File: src/common/sdlp_pkg.sv
// Constants for the SDRAM low-power, interrupt and memory-type block.
// Assumes a 32-bit APB slave with word-aligned registers.
package sdlp_pkg;
	// ----------------------------------------
	// Register offsets (byte addresses)
	// ----------------------------------------
	localparam logic [7:0] OFF_LOW_POWER_CONTROL = 8'h00;
	localparam logic [7:0] OFF_INTERRUPT_ENABLE = 8'h04;
	localparam logic [7:0] OFF_INTERRUPT_DISABLE = 8'h08;
	localparam logic [7:0] OFF_INTERRUPT_MASK = 8'h0c;
	localparam logic [7:0] OFF_INTERRUPT_STATUS = 8'h10;
	localparam logic [7:0] OFF_MEMORY_TYPE_SELECT = 8'h14;
	localparam logic [7:0] OFF_SELF_REFRESH_EXIT = 8'h18;
	// ----------------------------------------
	// Field positions and reset values
	// ----------------------------------------
	localparam int LPS_LSB = 0;
	localparam int PAR_LSB = 4;
	localparam int TCR_LSB = 8;
	localparam int ODS_LSB = 10;
	localparam int TMO_LSB = 12;
	localparam int RFE_BIT = 0;
	localparam logic [31:0] LPC_RESET = 32'h0000_0000;
	localparam logic [31:0] LPC_WMASK = 32'h0000_3f73;
	localparam logic [1:0] MT_RESET = 2'h0;
	localparam logic [3:0] SRX_RESET = 4'h8;
	// ----------------------------------------
	// Encodings
	// ----------------------------------------
	localparam logic [1:0] LPS_NONE = 2'h0;
	localparam logic [1:0] LPS_SELF = 2'h1;
	localparam logic [1:0] LPS_PDN = 2'h2;
	localparam logic [1:0] LPS_DEEP = 2'h3;
	localparam logic [1:0] MT_SDRAM = 2'h0;
	localparam logic [1:0] MT_LP_SDRAM = 2'h1;
	// ----------------------------------------
	// Timing
	// ----------------------------------------
	localparam int CLK_PERIOD_NS = 10;
	localparam int ENTRY_DELAY_SHORT_CYC = 64;
	localparam int ENTRY_DELAY_LONG_CYC = 128;
	localparam logic [7:0] ENTRY_SHORT = 8'(ENTRY_DELAY_SHORT_CYC);
	localparam logic [7:0] ENTRY_LONG = 8'(ENTRY_DELAY_LONG_CYC);
	// ----------------------------------------
	// Memory commands toward the sequencer
	// ----------------------------------------
	typedef enum logic [2:0] {
		CMD_NONE,
		CMD_SELF_REFRESH,
		CMD_POWER_DOWN,
		CMD_DEEP_POWER_DOWN,
		CMD_EXIT
	} sdlp_cmd_e;
endpackage : sdlp_pkg

File: src/core/sdlp_ctrl.sv
// Low-power sequencing, refresh-error interrupt and memory-type select.
// Assumes APB master on pclk; sequencer reports access busy and accepts
// one-cycle low-power command requests.
//
// Functional notes
// - Select 00 issues no low-power commands
// - Select 01 self-refresh, clock stopped, enable low
// - Select 10 power-down after each access
// - Select 11 deep power-down, low-power memory
// - Partial-array refresh sent at initialization
// - Temperature refresh setting sent at initialization
// - Drive strength sent at initialization
// - Entry delay 0, 64, 128 cycles
// - Enable write of 1 sets mask
// - Disable write of 1 clears mask
// - Mask register reads enable state
// - Status bit set on error, read clears
// - Memory type 00 SDRAM, 01 low-power
// - Wait exit delay before activate
//
// The placing of the registers and the APB register port are this design's own decisions.
`timescale 1ns/1ps
module sdlp_ctrl (
	input wire logic pclk,
	input wire logic presetn,
	input wire logic psel,
	input wire logic penable,
	input wire logic pwrite,
	input wire logic [7:0] paddr,
	input wire logic [31:0] pwdata,
	output logic [31:0] prdata,
	output logic pready,
	output logic pslverr,
	input wire logic access_busy,
	input wire logic access_req,
	input wire logic refresh_error,
	output logic access_grant,
	output sdlp_pkg::sdlp_cmd_e lp_cmd,
	output logic sdram_clock_out_en,
	output logic sdram_clock_enable,
	output logic [2:0] partial_array_refresh,
	output logic [1:0] temp_comp_refresh,
	output logic [1:0] output_drive_strength,
	output logic [1:0] memory_type,
	output logic irq
);
	// ----------------------------------------
	// Bus decode
	// ----------------------------------------
	logic wr_en;
	logic rd_en;
	logic [31:0] lpc_r;
	logic [1:0] mt_r;
	logic [3:0] srx_r;
	logic mask_r;
	logic stat_r;

	assign wr_en = psel & penable & pwrite;
	assign rd_en = psel & penable & ~pwrite;
	assign pready = 1'b1;
	assign pslverr = 1'b0;

	always_ff @(posedge pclk or negedge presetn) begin
		if (!presetn) begin
			lpc_r <= sdlp_pkg::LPC_RESET;
			mt_r <= sdlp_pkg::MT_RESET;
			srx_r <= sdlp_pkg::SRX_RESET;
		end else if (wr_en) begin
			if (paddr == sdlp_pkg::OFF_LOW_POWER_CONTROL) begin
				lpc_r <= pwdata & sdlp_pkg::LPC_WMASK;
			end
			if (paddr == sdlp_pkg::OFF_MEMORY_TYPE_SELECT) begin
				mt_r <= pwdata[1:0];
			end
			if (paddr == sdlp_pkg::OFF_SELF_REFRESH_EXIT) begin
				srx_r <= pwdata[3:0];
			end
		end
	end

	always_ff @(posedge pclk or negedge presetn) begin
		if (!presetn) begin
			mask_r <= 1'b0;
		end else if (wr_en && paddr == sdlp_pkg::OFF_INTERRUPT_ENABLE
			&& pwdata[sdlp_pkg::RFE_BIT]) begin
			mask_r <= 1'b1;
		end else if (wr_en && paddr == sdlp_pkg::OFF_INTERRUPT_DISABLE
			&& pwdata[sdlp_pkg::RFE_BIT]) begin
			mask_r <= 1'b0;
		end
	end

	// Set beats the read-clear so an error on the read cycle survives
	// Only a bit already returned is cleared: an error at setup is kept
	always_ff @(posedge pclk or negedge presetn) begin
		if (!presetn) begin
			stat_r <= 1'b0;
		end else if (refresh_error) begin
			stat_r <= 1'b1;
		end else if (rd_en && paddr == sdlp_pkg::OFF_INTERRUPT_STATUS
			&& prdata[sdlp_pkg::RFE_BIT]) begin
			stat_r <= 1'b0;
		end
	end

	always_ff @(posedge pclk or negedge presetn) begin
		if (!presetn) begin
			prdata <= 32'h0000_0000;
		end else if (psel && !penable && !pwrite) begin
			case (paddr)
				sdlp_pkg::OFF_LOW_POWER_CONTROL: prdata <= lpc_r;
				sdlp_pkg::OFF_INTERRUPT_MASK: prdata <= {31'h0, mask_r};
				sdlp_pkg::OFF_INTERRUPT_STATUS: prdata <= {31'h0, stat_r};
				sdlp_pkg::OFF_MEMORY_TYPE_SELECT: prdata <= {30'h0, mt_r};
				sdlp_pkg::OFF_SELF_REFRESH_EXIT: prdata <= {28'h0, srx_r};
				default: prdata <= 32'h0000_0000;
			endcase
		end
	end

	assign irq = stat_r & mask_r;

	// ----------------------------------------
	// Initialization fields toward the memory
	// ----------------------------------------
	assign partial_array_refresh = lpc_r[sdlp_pkg::PAR_LSB +: 3];
	assign temp_comp_refresh = lpc_r[sdlp_pkg::TCR_LSB +: 2];
	assign output_drive_strength = lpc_r[sdlp_pkg::ODS_LSB +: 2];
	assign memory_type = mt_r;

	// ----------------------------------------
	// Low-power sequencing
	// ----------------------------------------
	typedef enum logic [2:0] {
		ST_ACTIVE,
		ST_WAIT,
		ST_LOW,
		ST_DEEP,
		ST_EXIT
	} sdlp_state_e;

	sdlp_state_e state_r;
	logic [7:0] idle_r;
	logic [3:0] exit_r;
	logic [1:0] sel;
	logic [1:0] tmo;
	logic [7:0] limit;
	logic deep_ok;
	logic [1:0] lp_sel_r;
	logic [4:0] cke_age_r;

	assign sel = lpc_r[sdlp_pkg::LPS_LSB +: 2];
	assign tmo = lpc_r[sdlp_pkg::TMO_LSB +: 2];
	// Reserved timeout code treated as immediate entry
	assign limit = (tmo == 2'h1) ? sdlp_pkg::ENTRY_SHORT :
		(tmo == 2'h2) ? sdlp_pkg::ENTRY_LONG : 8'h00;
	// Deep power-down is only legal for low-power memories
	assign deep_ok = (mt_r == sdlp_pkg::MT_LP_SDRAM);

	always_ff @(posedge pclk or negedge presetn) begin
		if (!presetn) begin
			state_r <= ST_ACTIVE;
			idle_r <= 8'h00;
			exit_r <= 4'h0;
			lp_sel_r <= sdlp_pkg::LPS_NONE;
			lp_cmd <= sdlp_pkg::CMD_NONE;
		end else begin
			lp_cmd <= sdlp_pkg::CMD_NONE;
			case (state_r)
				ST_ACTIVE: begin
					idle_r <= 8'h00;
					if (sel != sdlp_pkg::LPS_NONE && !access_busy && !access_req) begin
						state_r <= ST_WAIT;
					end
				end
				ST_WAIT: begin
					if (access_busy || access_req || sel == sdlp_pkg::LPS_NONE) begin
						state_r <= ST_ACTIVE;
					end else if (idle_r >= limit) begin
						case (sel)
							sdlp_pkg::LPS_SELF: begin
								lp_cmd <= sdlp_pkg::CMD_SELF_REFRESH;
								lp_sel_r <= sel;
								state_r <= ST_LOW;
							end
							sdlp_pkg::LPS_PDN: begin
								lp_cmd <= sdlp_pkg::CMD_POWER_DOWN;
								lp_sel_r <= sel;
								state_r <= ST_LOW;
							end
							default: begin
								if (deep_ok) begin
									lp_cmd <= sdlp_pkg::CMD_DEEP_POWER_DOWN;
									lp_sel_r <= sel;
									state_r <= ST_DEEP;
								end
							end
						endcase
					end else begin
						idle_r <= idle_r + 8'h01;
					end
				end
				ST_LOW: begin
					// Leave to serve an access, re-enter once it completes
					// A mode change, 00 included, also wakes the memory
					if (access_req || sel != lp_sel_r) begin
						lp_cmd <= sdlp_pkg::CMD_EXIT;
						exit_r <= srx_r;
						state_r <= ST_EXIT;
					end
				end
				ST_DEEP: begin
					// Only a mode change wakes from deep power-down
					if (sel != sdlp_pkg::LPS_DEEP) begin
						lp_cmd <= sdlp_pkg::CMD_EXIT;
						exit_r <= srx_r;
						state_r <= ST_EXIT;
					end
				end
				ST_EXIT: begin
					if (exit_r == 4'h0) begin
						state_r <= ST_ACTIVE;
					end else begin
						exit_r <= exit_r - 4'h1;
					end
				end
				default: state_r <= ST_ACTIVE;
			endcase
		end
	end

	assign sdram_clock_enable = (state_r == ST_ACTIVE) || (state_r == ST_WAIT)
		|| (state_r == ST_EXIT);
	assign sdram_clock_out_en = !((state_r == ST_LOW && lp_sel_r == sdlp_pkg::LPS_SELF)
		|| state_r == ST_DEEP);
	// Activate held off until the exit delay has run out
	assign access_grant = (state_r == ST_ACTIVE) || (state_r == ST_WAIT);

	// ----------------------------------------
	// Clock-enable age, checks only
	// ----------------------------------------
	// Saturates so a long active stretch cannot wrap back under the delay
	always_ff @(posedge pclk or negedge presetn) begin
		if (!presetn) begin
			cke_age_r <= 5'h00;
		end else if (!sdram_clock_enable) begin
			cke_age_r <= 5'h00;
		end else if (cke_age_r != 5'h1f) begin
			cke_age_r <= cke_age_r + 5'h01;
		end
	end

	// ----------------------------------------
	// Checks
	// ----------------------------------------
	chk_no_lp_cmd: assert property (@(posedge pclk) disable iff (!presetn)
		$past(sel) == sdlp_pkg::LPS_NONE && sel == sdlp_pkg::LPS_NONE
		|-> lp_cmd == sdlp_pkg::CMD_NONE || lp_cmd == sdlp_pkg::CMD_EXIT)
		else $error("low-power command with feature inhibited");
	chk_self_cke: assert property (@(posedge pclk) disable iff (!presetn)
		lp_cmd == sdlp_pkg::CMD_SELF_REFRESH |-> !sdram_clock_enable && !sdram_clock_out_en)
		else $error("self-refresh without clock stop");
	chk_pdn_cke: assert property (@(posedge pclk) disable iff (!presetn)
		lp_cmd == sdlp_pkg::CMD_POWER_DOWN |-> !sdram_clock_enable)
		else $error("power-down with clock enable high");
	chk_deep_type: assert property (@(posedge pclk) disable iff (!presetn)
		lp_cmd == sdlp_pkg::CMD_DEEP_POWER_DOWN |-> $past(mt_r) == sdlp_pkg::MT_LP_SDRAM)
		else $error("deep power-down to standard memory");
	chk_entry_delay: assert property (@(posedge pclk) disable iff (!presetn)
		lp_cmd == sdlp_pkg::CMD_POWER_DOWN |-> $past(idle_r) >= $past(limit))
		else $error("low-power entry before delay");
	chk_mask_set: assert property (@(posedge pclk) disable iff (!presetn)
		wr_en && paddr == sdlp_pkg::OFF_INTERRUPT_ENABLE && pwdata[0] |=> mask_r)
		else $error("enable write did not set mask");
	chk_mask_clr: assert property (@(posedge pclk) disable iff (!presetn)
		wr_en && paddr == sdlp_pkg::OFF_INTERRUPT_DISABLE && pwdata[0]
		&& !(paddr == sdlp_pkg::OFF_INTERRUPT_ENABLE) |=> !mask_r)
		else $error("disable write did not clear mask");
	chk_stat_set: assert property (@(posedge pclk) disable iff (!presetn)
		refresh_error |=> stat_r)
		else $error("refresh error lost");
	chk_irq_level: assert property (@(posedge pclk) disable iff (!presetn)
		stat_r && mask_r |-> irq)
		else $error("interrupt not raised");
	chk_exit_wait: assert property (@(posedge pclk) disable iff (!presetn)
		lp_cmd == sdlp_pkg::CMD_EXIT |-> !access_grant)
		else $error("access granted during exit delay");
	chk_exit_delay: assert property (@(posedge pclk) disable iff (!presetn)
		$rose(access_grant) |-> cke_age_r > {1'b0, srx_r})
		else $error("activate allowed before exit delay ran out");

	chk_irq_low: assert property (@(posedge pclk) disable iff (!presetn)
		!(stat_r && mask_r) |-> !irq)
		else $error("interrupt raised without masked status");
	chk_stat_clear: assert property (@(posedge pclk) disable iff (!presetn)
		rd_en && paddr == sdlp_pkg::OFF_INTERRUPT_STATUS && prdata[sdlp_pkg::RFE_BIT]
		&& !refresh_error |=> !stat_r)
		else $error("status read did not clear");
	chk_stat_hold: assert property (@(posedge pclk) disable iff (!presetn)
		stat_r && !(rd_en && paddr == sdlp_pkg::OFF_INTERRUPT_STATUS) |=> stat_r)
		else $error("status lost without a read");
	chk_mask_read: assert property (@(posedge pclk) disable iff (!presetn)
		psel && !penable && !pwrite && paddr == sdlp_pkg::OFF_INTERRUPT_MASK
		|=> prdata == {31'h0, $past(mask_r)})
		else $error("mask read wrong");
	chk_mask_keep: assert property (@(posedge pclk) disable iff (!presetn)
		!(wr_en && (paddr == sdlp_pkg::OFF_INTERRUPT_ENABLE
		|| paddr == sdlp_pkg::OFF_INTERRUPT_DISABLE)) |=> mask_r == $past(mask_r))
		else $error("mask changed without a write");
	chk_mt_write: assert property (@(posedge pclk) disable iff (!presetn)
		wr_en && paddr == sdlp_pkg::OFF_MEMORY_TYPE_SELECT |=> mt_r == $past(pwdata[1:0]))
		else $error("memory type write lost");
	chk_lpc_write: assert property (@(posedge pclk) disable iff (!presetn)
		wr_en && paddr == sdlp_pkg::OFF_LOW_POWER_CONTROL
		|=> lpc_r == ($past(pwdata) & sdlp_pkg::LPC_WMASK))
		else $error("low-power control write lost");

	chk_cmd_idle: assert property (@(posedge pclk) disable iff (!presetn)
		lp_cmd == sdlp_pkg::CMD_SELF_REFRESH || lp_cmd == sdlp_pkg::CMD_POWER_DOWN
		|-> $past(!access_busy && !access_req))
		else $error("low-power entry during an access");
	chk_wait_hold: assert property (@(posedge pclk) disable iff (!presetn)
		state_r == ST_WAIT && idle_r < limit |=> lp_cmd == sdlp_pkg::CMD_NONE)
		else $error("low-power entry before timeout");
	chk_sel_none: assert property (@(posedge pclk) disable iff (!presetn)
		state_r == ST_ACTIVE && sel == sdlp_pkg::LPS_NONE |=> state_r == ST_ACTIVE)
		else $error("left active state with feature inhibited");
	chk_low_cke: assert property (@(posedge pclk) disable iff (!presetn)
		state_r == ST_LOW || state_r == ST_DEEP |-> !sdram_clock_enable)
		else $error("clock enable high in low power");
	chk_self_clock: assert property (@(posedge pclk) disable iff (!presetn)
		state_r == ST_LOW && lp_sel_r == sdlp_pkg::LPS_SELF |-> !sdram_clock_out_en)
		else $error("memory clock running in self-refresh");
	chk_deep_clock: assert property (@(posedge pclk) disable iff (!presetn)
		state_r == ST_DEEP |-> !sdram_clock_out_en)
		else $error("memory clock running in deep power-down");
	chk_low_wake: assert property (@(posedge pclk) disable iff (!presetn)
		state_r == ST_LOW && access_req |=> lp_cmd == sdlp_pkg::CMD_EXIT)
		else $error("access did not wake the memory");

	cov_self: cover property (@(posedge pclk) disable iff (!presetn)
		lp_cmd == sdlp_pkg::CMD_SELF_REFRESH ##[1:50] lp_cmd == sdlp_pkg::CMD_EXIT);
	cov_pdn: cover property (@(posedge pclk) disable iff (!presetn)
		lp_cmd == sdlp_pkg::CMD_POWER_DOWN);
	cov_deep: cover property (@(posedge pclk) disable iff (!presetn)
		lp_cmd == sdlp_pkg::CMD_DEEP_POWER_DOWN);
	cov_irq: cover property (@(posedge pclk) disable iff (!presetn) $rose(irq));
	cov_stat_race: cover property (@(posedge pclk) disable iff (!presetn)
		psel && !penable && paddr == sdlp_pkg::OFF_INTERRUPT_STATUS && refresh_error);
endmodule : sdlp_ctrl

File: config.mk
export PLATFORM = sky130hd
export DESIGN_NAME = sdlp_ctrl
export DESIGN_NICKNAME = d
export VERILOG_FILES = /design/src/common/sdlp_pkg.sv /design/src/core/sdlp_ctrl.sv
export SDC_FILE = /design/constraint.sdc
export NUM_CORES = 1
export LEC_CHECK = 0
export BUFFER_PORTS_ARGS = -buffer_cell sky130_fd_sc_hd__buf_2
export CAP_MARGIN = 30
export CORE_MARGIN = 2
export CORE_UTILIZATION = 45
export DETAILED_ROUTE_END_ITERATION = 7
export PLACE_DENSITY_LB_ADDON = 0.15
export SYNTH_ARGS = -nofsm -noshare
export SYNTH_HDL_FRONTEND = slang
export SYNTH_SLANG_ARGS = --single-unit
File: constraint.sdc
create_clock -name pclk -period 1.9 [get_ports pclk]
set_input_delay 0.38 -clock pclk [delete_from_list [all_inputs] [get_ports pclk]]
set_output_delay 0.38 -clock pclk [all_outputs]
set_load 0.02 [all_outputs]
# Word-level counts from Yosys, hierarchy flattened
# Cells that the tools add are included.
# totals
ff_bits	71
inputBits	48
output_inout_bits	50
# op_classes
add_sub_neg	2
order_cmp	1
n_eq_ne	27
muxes	32
n_bitwise	6
reduce_logical	40
# ops
op	n
14-bit case mux with 5 select lines	1
8-bit 2-to-1 mux	4
3-bit 2-to-1 mux	10
8-bit by 5-bit == test with 1-bit output (second input constant)	3
8-bit by 4-bit == test with 1-bit output (second input constant)	2
2-bit inequality test (second input constant)	8
8-bit case mux with 2 select lines	1
3-bit case mux with 5 select lines	1
4-bit 2-to-1 mux	3
4-bit case mux with 3 select lines	1
1-bit logical AND	11
2-bit 2-to-1 mux	5
2-bit nonzero test	5
3-bit case mux with 3 select lines	1
8-bit by 1-bit adder with 8-bit output (second input constant)	1
2-bit by 1-bit == test with 1-bit output (second input constant)	4
8-bit by 3-bit == test with 1-bit output (second input constant)	1
8-bit >= comparator	1
8-bit logical NOT	1
4-bit AND reduction	2
3-bit by 2-bit == test with 1-bit output (second input constant)	2
1-bit logical OR	6
2-bit AND reduction	3
6-bit AND reduction	1
18 further kinds	30

# Longest topological paths before layout
# logic_depth
word_depth	7
depth_mapped	8

# Worst setup path before layout
# OpenSTA, ideal clock, no wires.
# synth_timing
path_type	register to register
from	reg lpc_r[12]
to	reg state_r[0]
arrival_time_ns	1.890
required_ns	1.775
path_slack_ns	-0.115
path_stages_with_launch	8
path_buffers	0
period_less_slack_ns	2.015
cell_sequence	dfrtp_1 nand2b_1 ha_1 nor4b_2 a311oi_2 nand2_1 o2111ai_1 mux2_2
# synth_via
elab_chain_len	6
word_cells_on_any_way	7
# synth_lines
item	line	text
start: declaration	sdlp_ctrl.sv:52	logic [31:0] lpc_r;
start signal: assignment	sdlp_ctrl.sv:65	lpc_r <= sdlp_pkg::LPC_RESET;
start signal: assignment	sdlp_ctrl.sv:70	lpc_r <= pwdata & sdlp_pkg::LPC_WMASK;
2-bit == test	sdlp_ctrl.sv:156	(tmo == 2'h2) ? sdlp_pkg::ENTRY_LONG : 8'h00;
8-bit 2-to-1 mux	sdlp_ctrl.sv:156	
8-bit 2-to-1 mux (*)	sdlp_ctrl.sv:155	assign limit = (tmo == 2'h1) ? sdlp_pkg::ENTRY_SHORT :
8-bit >= comparator (*)	sdlp_ctrl.sv:179	end else if (idle_r >= limit) begin
3-bit inequality test (no source line) (*)	--	
6-bit AND reduction (no source line) (*)	--	
end signal: assignment	sdlp_ctrl.sv:162	state_r <= ST_ACTIVE;
end signal: assignment	sdlp_ctrl.sv:178	state_r <= ST_ACTIVE;
end signal: assignment	sdlp_ctrl.sv:184	state_r <= ST_LOW;
end: declaration	sdlp_ctrl.sv:142	sdlp_state_e state_r;
# Mark *: on every way between the ends. The rest lies on a longest branch, timed or not.
# A chain may end at the register's enable or synchronous reset.

# Final worst setup path
# layout_timing
from	reg lpc_r[13]
to	reg idle_r[4]
# layout_via
elab_chain_len	6
word_cells_on_any_way	7
# layout_lines
item	line	text
2-bit == test	sdlp_ctrl.sv:156	
8-bit 2-to-1 mux	sdlp_ctrl.sv:156	
8-bit 2-to-1 mux (*)	sdlp_ctrl.sv:155	
8-bit >= comparator (*)	sdlp_ctrl.sv:179	
2-bit inequality test (no source line) (*)	--	
3-bit AND reduction (no source line) (*)	--	
end signal: assignment	sdlp_ctrl.sv:200	idle_r <= idle_r + 8'h01;
end: declaration	sdlp_ctrl.sv:143	logic [7:0] idle_r;
# Marks and branches as above.

==> impl_metrics.yaml <==
logic_synthesis:
  synth_cell_types: 58
  syn-cell-area_um2: 2820
  synth_area_leader_cell: "dfrtp_1"
  synth.top_cell.area_share_pct: 45.3
  synth_edf_count: 0
  avgSynthCellArea_um2: 10.5
  ys_ff_latch: 52
  ys.flop_type: "dfrtp_1"
  async_flop_share_pct: 100
  yosysSeqAreaShare_pct: 46.3
  syn_inst: 267
  synth_area_leaders: "dfrtp_1 45%, buf_4 7.5%, mux2_2 6.8%"
  ys.warnings.count: 0
status:
  violations: "setup timing"
  outcome: "finished with violations"
route:
  firstDrtPassIters: 4
  finalWirelength_um: 5510
  drtAntennaViolNets: 0
  vias_per_cell: 4.98
  vias: 2078
  first_iter_violations: 53
  drt-wirelength-per-cell_um: 13.2
  drc_errors: 0
timing:
  fmax_mhz: 509
  drv_slew: 0
  rsz0062_at_grt: "true"
  whs_ps: 41.3
  period_minus_slack_ps: 1970
  fin_ws_ps: -65.2
  finClkSkew_ps: 14.3
  hold_violations: 0
  fin_setup_tns_ps: -181
  setup_viol: 4
  period_share_pct: 103
critical_path:
  r2r_slack_ps: -70
  r2r_cells: 7
  path_max_fanout: 4
  slowest_stage: "dfrtp_2"
  cp-end-kind: "flip-flop"
  r2r-start: "lpc_r[13]$_DFFE_PN0P_"
  required_ps: 2150
  cpPeakStageDelay_ps: 450
  critPathLaunch: "lpc_r[13]$_DFFE_PN0P_"
  path_cells: "nor2b_1, ha_1, nor2b_4, a311oi_4, nand3_2, or4_1, o21ai_1"
  reg2reg_to: "idle_r[4]$_DFFE_PN0P_"
  critPathKind: "reg -> reg"
  crit_arrival_ps: 2220
  crit_path_start_kind: "flip-flop"
floorplan:
  core_um2: 5990
  fp.dieH_um: 83.1
  die_w_um: 83.1
  rows: 28
  start_util_pct: 47.0
  dieArea_um2: 6900
  pin_count: 98
power_and_ir_drop:
  p_int_mw: 1.53
  pwr-share-comb_pct: 14.1
  seqPwrFrac_pct: 54.1
  power_density_nw_per_um2: 630
  vdd_drop_max_uv: 408
  p_switching_mw: 0.624
  switching_share_pct: 29.0
  pwr-share-clk_pct: 31.9
  p_leak_nw: 1.72
global_route:
  grt_usage_pct: 16.6
  grt_max_degree: 53
  antenna_found_initial: 0
  grt_pass1_vias: 1980
  grt_pass1_wl_um: 9420
  grt-ovfl-total: 0
worst_hold_path:
  hold_path.class: "in -> async"
place:
  place_area_um2: 3220
  pre_cts_ws_ps: -135
  dp_hpwl_um: 3990
  gp_congestion: 0.803
  port_buffers: 57
layout:
  fin_nets: 398
  finalInstanceArea_um2: 3420
  drive_above_1_share_pct: 39.5
  fillers: 528
  area_growth_pct: 21.3
  insertedDiodeCount: 0
clock_network:
  clock_latency_ps: 320
  clockBufferDepth: 2
  path_clk_slew_ps: 110
  cts_root_buf: "clkbuf_8"
  cts.sinks: 52
  holdBufCountCts: 0
  cts_buffers: 5
  cts_tree: "built"
  h-tree-depth: 2
run:
  maxCapViolations: 0
## layout make-up
class,instances,area [um2],share of cell area (%)
clock buffers,5,68.8,2.01
clock inverters,3,33.8,0.989
inverters,14,52.6,1.54
multi-input cells,182,1340,39.3
flip-flops and latches,52,1300,38.2
well taps,75,93.8,2.75
repair buffers,86,519,15.2
## critical path, delay by kind of cell, from the launching register on
family / cells / cell delay [ps]
AO/OA/AOI/OAI: 2 / 410
adder cells (fa/ha/maj): 1 / 240
AND/OR/NAND/NOR: 4 / 790
flip-flops: 1 / 450
## power groups by stage
stage	Combinational [mW]	Sequential (mW)	Clock, mW
2_1_floorplan	0.242	1.16	0
3_3_place_gp	0.281	1.18	0
3_5_place_dp	0.282	1.18	0
4_1_cts	0.286	1.16	0.719
5_1_grt	0.332	1.17	0.760
6_report	0.303	1.16	0.686
## synthesized netlist by cell type (2+ instances only)
cell type,instances
nand3_1,9
a22o_1,10
o41ai_1,2
xnor2_1,3
mux2_2,17
nor2_1,14
clkbuf_1,4
o21ai_0,12
a21oi_1,9
inv_1,14
nand3b_1,2
dfrtp_1,51
and3_2,2
nor3_1,5
and2b_1,2
buf_6,2
or3_1,4
nand2_1,15
ha_1,9
nand4_1,5
nor2b_1,3
buf_2,3
nand2b_1,4
buf_4,28
xor2_1,4
conb_1,2
## per-stage QoR
step / cells / total power, mW / util (%)
floorplan: 286 / 1.40 / -
global placement: 406 / 1.46 / 53.7
detailed placement: 406 / 1.47 / 53.7
CTS: 416 / 2.17 / 56.3
global route: 417 / 2.26 / 57.0
finish: 417 / 2.15 / 57.0
## timing repair
item	4_1_cts	5_1_grt
pin swaps	0	5
setup buffers	2	1
endpoints found under the setup margin	13	15
resized for setup	7	10
## sequential cells by signal (all words and copies together), names as in the netlist, 2 cells and up
signal and cells:
idle_r 8, prdata 13, lp_cmd 3, state_r 3, lp_sel_r 2, lpc_r 11
exit_r 4, srx_r 4, memory_type 2
## layer usage
layer | vias up | GRT usage (%) | wire, um | share of wire (%)
li1 | 1040 | - | - | -
met1 | 981 | 22.6 | 2540 | 46
met2 | 51 | 26.9 | 2640 | 48
met3 | 6 | 3.48 | 257 | 4.7
met4 | 0 | 4.92 | 65 | 1.2
met5 | - | 0 | 0 | 0
## cell families after synthesis
kind of cell    Yosys count  synth area share, %
simple gates             79                 16.3
buf+inv                  52                 11.7
other cells               2                0.267
fa+ha+maj                 9                 4.00
compound gates           48                 12.1
xor+xnor                  7                 2.18
flops                    52                 46.3
mux                      18                 7.16
## how the worst max path moves through the flow
stage | to | slack [ps] | cells after the start
final | idle_r[4]$_DFFE_PN0P_ | -70 | 7
after global routing | idle_r[4]$_DFFE_PN0P_ | -190 | 7
after floorplan | state_r[0]$_DFFE_PN0P_ | -50 | 7
after CTS | state_r[0]$_DFFE_PN0P_ | -140 | 7
after detailed placement | state_r[0]$_DFFE_PN0P_ | -130 | 7
after global placement | state_r[0]$_DFFE_PN0P_ | -120 | 7
## cells in the final DEF (no fill, tap or decap), types with 2 or more instances in the layout
cell | synthesis | routed
a21oi_2 | 0 | 2
nor2_1 | 14 | 14
and2b_1 | 2 | 2
nand4_1 | 5 | 5
ha_1 | 9 | 8
and3_2 | 2 | 2
nor2b_1 | 3 | 2
nand2b_1 | 4 | 3
o21ai_0 | 12 | 10
nor3_1 | 5 | 5
clkbuf_8 | 1 | 5
xor2_1 | 4 | 4
a22o_1 | 10 | 10
or3_1 | 4 | 3
a21oi_1 | 9 | 7
inv_1 | 14 | 14
o21ai_1 | 1 | 3
buf_4 | 28 | 27
buf_2 | 3 | 57
nand3_1 | 9 | 8
xnor2_1 | 3 | 3
nand2_1 | 15 | 14
nand3b_1 | 2 | 2
conb_1 | 2 | 21
dfrtp_1 | 51 | 50
mux2_2 | 17 | 16
o41ai_1 | 2 | 2
(Power assumes the default switching activity.)
